### src/tcdist_pkg.sv
package tcdist_pkg;
  // ***************************************************
  // command codes
  // ***************************************************
  localparam logic [3:0] TCD_CMD_IDLE = 4'h0;
  localparam logic [3:0] TCD_CMD_CLEAR = 4'h1;
  localparam logic [3:0] TCD_CMD_RESET = 4'h2;
  localparam logic [3:0] TCD_CMD_SPARE = 4'h3;
  localparam logic [3:0] TCD_CMD_TRIG_BASE = 4'h4;
  localparam logic [3:0] TCD_CMD_PULSE_BASE = 4'h8;
  // ***************************************************
  // widths and timing
  // ***************************************************
  localparam int TCD_CMD_W = 4;
  localparam int TCD_TOKEN_W = 12;
  localparam int TCD_DAQ_W = 4;
  localparam int TCD_CNT_W = 32;
  localparam int TCD_PHASE_W = 5;
  localparam int TCD_STEP_NS = 12;
  localparam int TCD_MCLK_NS = 25;
  // delay taps per 12 ns step; at least one mclk cycle
  localparam int TCD_STEP_CYC =
    (TCD_STEP_NS + TCD_MCLK_NS - 1) / TCD_MCLK_NS;
  localparam int TCD_DLY_DEPTH = 32;
  localparam logic [TCD_PHASE_W-1:0] TCD_PHASE_RST = 5'h00;
  localparam logic [TCD_TOKEN_W-1:0] TCD_TOKEN_FIRST = 12'h001;
  typedef enum logic [1:0] {
    TCD_GRP_NONE,
    TCD_GRP_ONE,
    TCD_GRP_TWO,
    TCD_GRP_THREE
  } tcd_group_e;
endpackage

### src/tcdist_if.sv
`timescale 1ns/1ps
`default_nettype none
// link between driver and readout receiver
interface tcdist_if;
  import tcdist_pkg::*;
  logic strobe; // phase-shifted beam-crossing strobe
  logic [TCD_CMD_W-1:0] cmd; // trigger command word
  logic [TCD_TOKEN_W-1:0] token; // trigger token
  logic [TCD_DAQ_W-1:0] daq; // daq command word
  logic busy; // detector busy, receiver to driver
  modport drv (
    output strobe, cmd, token, daq,
    input busy
  );
  modport rcv (
    input strobe, cmd, token, daq,
    output busy
  );
endinterface
`default_nettype wire

### src/tcdist_driver.sv
`timescale 1ns/1ps
`default_nettype none
// ***************************************************
// trigger/clock driver: phase-delayed strobe + words
// ***************************************************
module tcdist_driver
  import tcdist_pkg::*;
#(
  parameter int DEPTH = TCD_DLY_DEPTH
) (
  input wire logic mclk_i, // sampling clock, 40 MHz
  input wire logic nrst_i, // async reset, active low
  input wire logic strobe_i, // raw beam strobe pin
  input wire logic [TCD_PHASE_W-1:0] jumper_i, // phase jumpers
  input wire logic cmd_req_i, // request to send command
  input wire logic [TCD_CMD_W-1:0] cmd_i, // requested command
  input wire logic [TCD_DAQ_W-1:0] daq_i, // daq word
  output logic cmd_ack_o, // command taken this period
  output logic [TCD_PHASE_W-1:0] phase_o, // readable setting
  output logic [TCD_TOKEN_W-1:0] token_o, // token on the link, zero for idle and group one
  output logic busy_o, // synced busy level
  tcdist_if.drv link // link to receivers
);
  // ***************************************************
  // strobe input sync, three stages
  // ***************************************************
  logic [2:0] ssync_r;
  logic sclean_r;
  always_ff @(posedge mclk_i or negedge nrst_i) begin
    if (!nrst_i) begin
      ssync_r <= 3'h0;
      sclean_r <= 1'b0;
    end else begin
      ssync_r <= {ssync_r[1:0], strobe_i};
      // change counts when stages two and three agree
      if (ssync_r[1] == ssync_r[2]) begin
        sclean_r <= ssync_r[2];
      end
    end
  end
  // ***************************************************
  // jumper capture: latched after reset, never written
  // ***************************************************
  logic [TCD_PHASE_W-1:0] phase_r;
  logic strap_done_r;
  always_ff @(posedge mclk_i or negedge nrst_i) begin
    if (!nrst_i) begin
      phase_r <= TCD_PHASE_RST;
      strap_done_r <= 1'b0;
    end else if (!strap_done_r) begin
      phase_r <= jumper_i; // single shifter for board
      strap_done_r <= 1'b1;
    end
  end
  assign phase_o = phase_r; // readout only, no write path
  // ***************************************************
  // delay line: 12 ns steps rounded up to one 25 ns tap, over four strobe periods
  // ***************************************************
  // limitation: mclk is 25 ns, so each step rounds up to one tap
  logic [DEPTH-1:0] dly_r;
  always_ff @(posedge mclk_i or negedge nrst_i) begin
    if (!nrst_i) begin
      dly_r <= '0;
    end else begin
      dly_r <= {dly_r[DEPTH-2:0], sclean_r};
    end
  end
  logic [TCD_PHASE_W-1:0] tap;
  always_comb begin
    tap = phase_r * TCD_PHASE_W'(TCD_STEP_CYC);
  end
  logic strobe_r;
  logic strobe_q_r;
  always_ff @(posedge mclk_i or negedge nrst_i) begin
    if (!nrst_i) begin
      strobe_r <= 1'b0;
      strobe_q_r <= 1'b0;
    end else begin
      strobe_r <= dly_r[tap]; // delayed strobe
      strobe_q_r <= strobe_r;
    end
  end
  // every link signal but busy derives from this one strobe
  assign link.strobe = strobe_r;
  wire fall = strobe_q_r & ~strobe_r; // change words here
  // ***************************************************
  // busy sync (receiver domain level)
  // ***************************************************
  logic [2:0] bsync_r;
  always_ff @(posedge mclk_i or negedge nrst_i) begin
    if (!nrst_i) begin
      bsync_r <= 3'h0;
      busy_o <= 1'b0;
    end else begin
      bsync_r <= {bsync_r[1:0], link.busy};
      if (bsync_r[1] == bsync_r[2]) begin
        busy_o <= bsync_r[2];
      end
    end
  end
  // ***************************************************
  // command launch on falling edge, stable at rising
  // ***************************************************
  logic [TCD_CMD_W-1:0] cmd_r;
  logic [TCD_TOKEN_W-1:0] tok_r;
  logic [TCD_TOKEN_W-1:0] next_tok_r;
  logic [TCD_DAQ_W-1:0] daq_r;
  wire grp1 = (cmd_i < TCD_CMD_TRIG_BASE);
  // group 1 always goes; readout commands wait for not busy
  wire take = fall & cmd_req_i & (grp1 | ~busy_o);
  always_comb begin
    cmd_ack_o = take;
  end
  always_ff @(posedge mclk_i or negedge nrst_i) begin
    if (!nrst_i) begin
      cmd_r <= TCD_CMD_IDLE;
      tok_r <= '0;
      daq_r <= '0;
      next_tok_r <= TCD_TOKEN_FIRST;
    end else if (fall) begin
      if (take && !grp1) begin
        cmd_r <= cmd_i;
        tok_r <= next_tok_r; // unique nonzero token
        daq_r <= daq_i;
        // skip zero on wrap
        if (next_tok_r == '1) begin
          next_tok_r <= TCD_TOKEN_FIRST;
        end else begin
          next_tok_r <= next_tok_r + 1'b1;
        end
      end else if (take) begin
        cmd_r <= cmd_i; // broadcast on strobe
        tok_r <= '0; // zero token and daq
        daq_r <= '0;
      end else begin
        cmd_r <= TCD_CMD_IDLE; // idle fill
        tok_r <= '0;
        daq_r <= '0;
      end
    end
  end
  // word held across rising edge for capture
  assign link.cmd = cmd_r;
  assign link.token = tok_r;
  assign link.daq = daq_r;
  assign token_o = tok_r;
endmodule
`default_nettype wire

### src/flat_wrapper.sv
// flat-port wrapper written by rule: the top's interface ports become plain ports
module tcdist_driver_flat import tcdist_pkg::*;
#(
  parameter int DEPTH = TCD_DLY_DEPTH
)
  (mclk_i, nrst_i, strobe_i, jumper_i, cmd_req_i, cmd_i, daq_i, cmd_ack_o, phase_o, token_o, busy_o, link_strobe, link_cmd, link_token, link_daq, link_busy);
  tcdist_if link_i ();
  input wire logic mclk_i;
  input wire logic nrst_i;
  input wire logic strobe_i;
  input wire logic [TCD_PHASE_W-1:0] jumper_i;
  input wire logic cmd_req_i;
  input wire logic [TCD_CMD_W-1:0] cmd_i;
  input wire logic [TCD_DAQ_W-1:0] daq_i;
  output logic cmd_ack_o;
  output logic [TCD_PHASE_W-1:0] phase_o;
  output logic [TCD_TOKEN_W-1:0] token_o;
  output logic busy_o;
  output wire logic [$bits(link_i.strobe)-1:0] link_strobe;
  output wire logic [$bits(link_i.cmd)-1:0] link_cmd;
  output wire logic [$bits(link_i.token)-1:0] link_token;
  output wire logic [$bits(link_i.daq)-1:0] link_daq;
  input wire logic [$bits(link_i.busy)-1:0] link_busy;
  assign link_strobe = link_i.strobe;
  assign link_cmd = link_i.cmd;
  assign link_token = link_i.token;
  assign link_daq = link_i.daq;
  assign link_i.busy = link_busy;
  tcdist_driver #(.DEPTH(DEPTH)) u_core (.mclk_i(mclk_i), .nrst_i(nrst_i), .strobe_i(strobe_i), .jumper_i(jumper_i), .cmd_req_i(cmd_req_i), .cmd_i(cmd_i), .daq_i(daq_i), .cmd_ack_o(cmd_ack_o), .phase_o(phase_o), .token_o(token_o), .busy_o(busy_o), .link(link_i));
endmodule
### config.mk
export PLATFORM = sky130hd
export DESIGN_NAME = tcdist_driver_flat
export DESIGN_NICKNAME = d
export VERILOG_FILES = /design/src/tcdist_pkg.sv /design/src/tcdist_if.sv /design/src/tcdist_driver.sv /design/src/flat_wrapper.sv
export SDC_FILE = /design/constraint.sdc
export NUM_CORES = 1
export LEC_CHECK = 0
export BUFFER_PORTS_ARGS = -buffer_cell sky130_fd_sc_hd__buf_2
export CORE_AREA = 2 2 76 78
export DETAILED_ROUTE_END_ITERATION = 8
export DIE_AREA = 0 0 78 80
export PLACE_DENSITY_LB_ADDON = 0.05
export SETUP_SLACK_MARGIN = 0.5
export SLEW_MARGIN = 20
export SYNTH_ARGS = -nofsm -noshare
export SYNTH_HDL_FRONTEND = slang
export SYNTH_SLANG_ARGS = --single-unit
### constraint.sdc
create_clock -name mclk_i -period 3.65 [get_ports mclk_i]
set_input_delay 0.1825 -clock mclk_i [delete_from_list [all_inputs] [get_ports mclk_i]]
set_output_delay 0.1825 -clock mclk_i [all_outputs]
set_load 0.02 [all_outputs]
==> reports/results.tsv <==
metric	value	unit
first-pass iteration count of the detailed router	4	
Worst Max-Slew Pin Slew	864	ps
initial antenna violation count	0	
Final Cycle Share	0.547	
DRC violations left	0	
launch point of the worst reg-to-reg path	u_core.link.strobe	
Crit Path Category	reg2reg	
average size of a mapped cell	13.8	µm²
Setup crit end kind	register	
total area of multi-input combinational cells	878	µm²
Critical Path Max Stage Delay	490	ps
uppermost layer routed	met4	
status	finished clean	
dominant register cell in the synthesized netlist	sky130_fd_sc_hd__dfrtp_1	
ratio of cells with drive above 1 in the final layout	0.305	
part of the Yosys area used for sequential elements	0.663	
Reg2Reg Depth	6	
CTS Buf Count	9	
number of warnings reported in the yosys synthesis log	0	
count of final max-slew check failures	0	
path type of the worst min-delay path	in2reg	
total routed wirelength	5180	µm
number of distinct library cell variants in the gate-level netlist after synthesis	35	
slowest library cell on the worst path	sky130_fd_sc_hd__nor3_4	
reg-to-reg slack, setup	1650	ps
antenna cell count	0	
register area	0.00200	mm²
area of the die	0.00624	mm²
Hold Crit Endpoint	u_core.link.daq[3]	
insertion delay of the later-clocked pin in the worst-skew pair	340	ps
final weighted congestion in routability-driven placement	0.740	
length of routed wiring on met1	2300	µm
initial DRC count	74	
CTS root buf	sky130_fd_sc_hd__clkbuf_8	
Post-synth ARST share	1.00	
number of register bits inferred by synthesis	80	
Power per Cell Area	600	mW/mm²
start point of the critical path	u_core.link.strobe	
max capacitance violation total	0	
number of cells traversed by the worst hold path	2	
Area growth, synth to finish	17.5	%
maximum clock frequency	501	MHz
area of the mapped netlist	0.00302	mm²
final hold violation count	0	
Cell Rows	27	
TritonCTS sink count	80	
worst hold-check slack	50.3	ps
leading cell types in the layout, fill and taps excluded	sky130_fd_sc_hd__dfrtp_1, sky130_fd_sc_hd__buf_2, sky130_fd_sc_hd__a22o_1, sky130_fd_sc_hd__nand2_1, sky130_fd_sc_hd__mux2i_1	
Synth Instances	219	
number of H-tree levels	3	
routed wire length on met2	2630	µm
clock tree from TritonCTS	yes	
total setup violations reported at the end of the flow	0	
clock-pin slew on the worst setup and hold paths	80	ps
critical path data required time	3880	ps
CTS max path bufs	2	
Remaining Overflow, GRT	0	
WL/cell	14.8	µm
routed vias	1850	
largest fanout on the critical path	14	
Clock Skews	6.82	ps
number of I/O pins	58	
aggregate negative setup slack	0	ps
number of synthesized flops with an enable pin	0	
first-pass GRT wire length	8600	µm
I/O Buffers	57	
Chip Width	78	µm
Nets	293	
commonest non-fill, non-tap cell in the layout	sky130_fd_sc_hd__dfrtp_1	
number of global-route vias before repair	1887	
relative max-transition margin	0.424	
type of element launching the critical path	register	
Fill cells	425	
Post-Place Cell Area	0.00328	mm²
maximum number of pins on one net before global-route repair	81	
critical path cell sequence	nand3b_4 > nor3_4 > buf_4 > and3_1 > nand4_1 > xnor2_1	
Resize count post-CTS	0	
time the worst path needs with I/O delays and setup	2000	ps
antenna violation net count after detailed routing	0	
Total GRT Usage	0.181	
Via density	5.27	
initial core utilization	0.559	
met3 WL post-DR	188	µm
startpoint of the most critical hold path	daq_i[3]	
maximum ir drop on the vdd rail	0.435	mV
post-route cell area	0.00355	mm²
total half-perimeter wirelength after legalization and detailed placement	3470	µm
setup repair after global routing missed its margin	no	
Synth Net Count	238	
endpoint of the most critical register-to-register path	u_core.next_tok_r[6]	
Setup Fix Bufs, Post-CTS	0	
reported leakage power	1.77	nW
placeable core area	0.00541	mm²
Arr. time, crit path	2230	ps
vertical extent of the die	80	µm
stage by stage:
stage | setup slack [ps] | std cells | util | power [mW]
global route | 1460 | 351 | 0.656 | 2.24
global placement | 1720 | 331 | 0.606 | 1.44
floorplan | 2090 | 219 | - | 1.33
finish | 1650 | 351 | 0.656 | 2.13
detailed placement | 1610 | 331 | 0.606 | 1.45
CTS | 1590 | 349 | 0.651 | 2.16
state kept, by name, summed over array words and instances, names as in the netlist:
signal	count
u_core.bsync_r	3
u_core.busy_o	1
u_core.dly_r	32
u_core.link.cmd	4
u_core.link.daq	4
u_core.link.strobe	1
u_core.link.token	12
u_core.next_tok_r	12
u_core.phase_o	5
u_core.sclean_r	1
u_core.ssync_r	3
u_core.strap_done_r	1
u_core.strobe_q_r	1
repair_timing:
item | in CTS | in global routing
endpoints found under the hold margin | 2 | 37
hold buffers | 2 | 1
endpoints found under the setup margin | 0 | 0
Yosys cell counts, drive strengths merged, types with 2 or more instances:
cell type / number / share of area
dfrtp: 79 / 0.65
a22o: 19 / 0.055
nand2: 18 / 0.022
buf: 16 / 0.039
mux2i: 16 / 0.053
nand3: 8 / 0.013
nor2: 8 / 0.0099
xnor2: 6 / 0.017
a21oi: 5 / 0.0083
mux2: 5 / 0.019
o21ai: 5 / 0.0083
a22oi: 4 / 0.0099
inv: 3 / 0.0037
nand4: 3 / 0.0062
and2: 2 / 0.0041
clkbuf: 2 / 0.0025
maj3: 2 / 0.0066
nand2b: 2 / 0.0041
nor2b: 2 / 0.0041
nor4: 2 / 0.014
logic make-up after synthesis:
family                   after synthesis  share of synthesized area
other                                  1                    0.00124
AO/OA/AOI/OAI                         36                     0.0895
buffers and inverters                 21                     0.0456
multiplexers                          21                     0.0717
adder cells (fa/ha/maj)                3                     0.0108
AND/OR/NAND/NOR                       50                     0.0974
XOR/XNOR                               7                     0.0203
flip-flops                            80                      0.663
routing by layer:
metal  vias up  GRT usage
li1        870          -
met1       933      0.226
met2        38      0.305
met3         9     0.0520
met4         0     0.0614
met5         -          0
how the worst max path moves through the flow:
stage                                 endpoint  slack (ps)  depth (start not counted)
after floorplan             u_core.link.strobe        2090                          7
after global placement    u_core.next_tok_r[6]        1720                          6
after detailed placement  u_core.next_tok_r[6]        1610                          6
after CTS                 u_core.next_tok_r[6]        1590                          6
after global routing      u_core.next_tok_r[6]        1460                          6
final                     u_core.next_tok_r[6]        1650                          6
critical path: cells and delay by family (launching register included):
family | cells | cell delay, ps
buffers and inverters | 1 | 270
flip-flops | 1 | 410
AND/OR/NAND/NOR | 4 | 1050
XOR/XNOR | 1 | 150
power breakdown:
part / internal [mW] / total [mW] / switching [mW] / leakage, nW
logic: 0.140 / 0.337 / 0.198 / 0.659
clock network: 0.386 / 0.698 / 0.312 / 0.113
registers: 0.999 / 1.09 / 0.0951 / 0.997
total: 1.52 / 2.13 / 0.605 / 1.77
final cells by class:
type | count | area share
repair buffers | 62 | 0.0973
multi-input cells | 118 | 0.248
well taps | 72 | 0.0254
flip-flops and latches | 80 | 0.565
inverters | 3 | 0.00317
clock buffers | 9 | 0.0349
clock inverters | 7 | 0.0272
No activity file was read; power rests on OpenSTA's default activity.
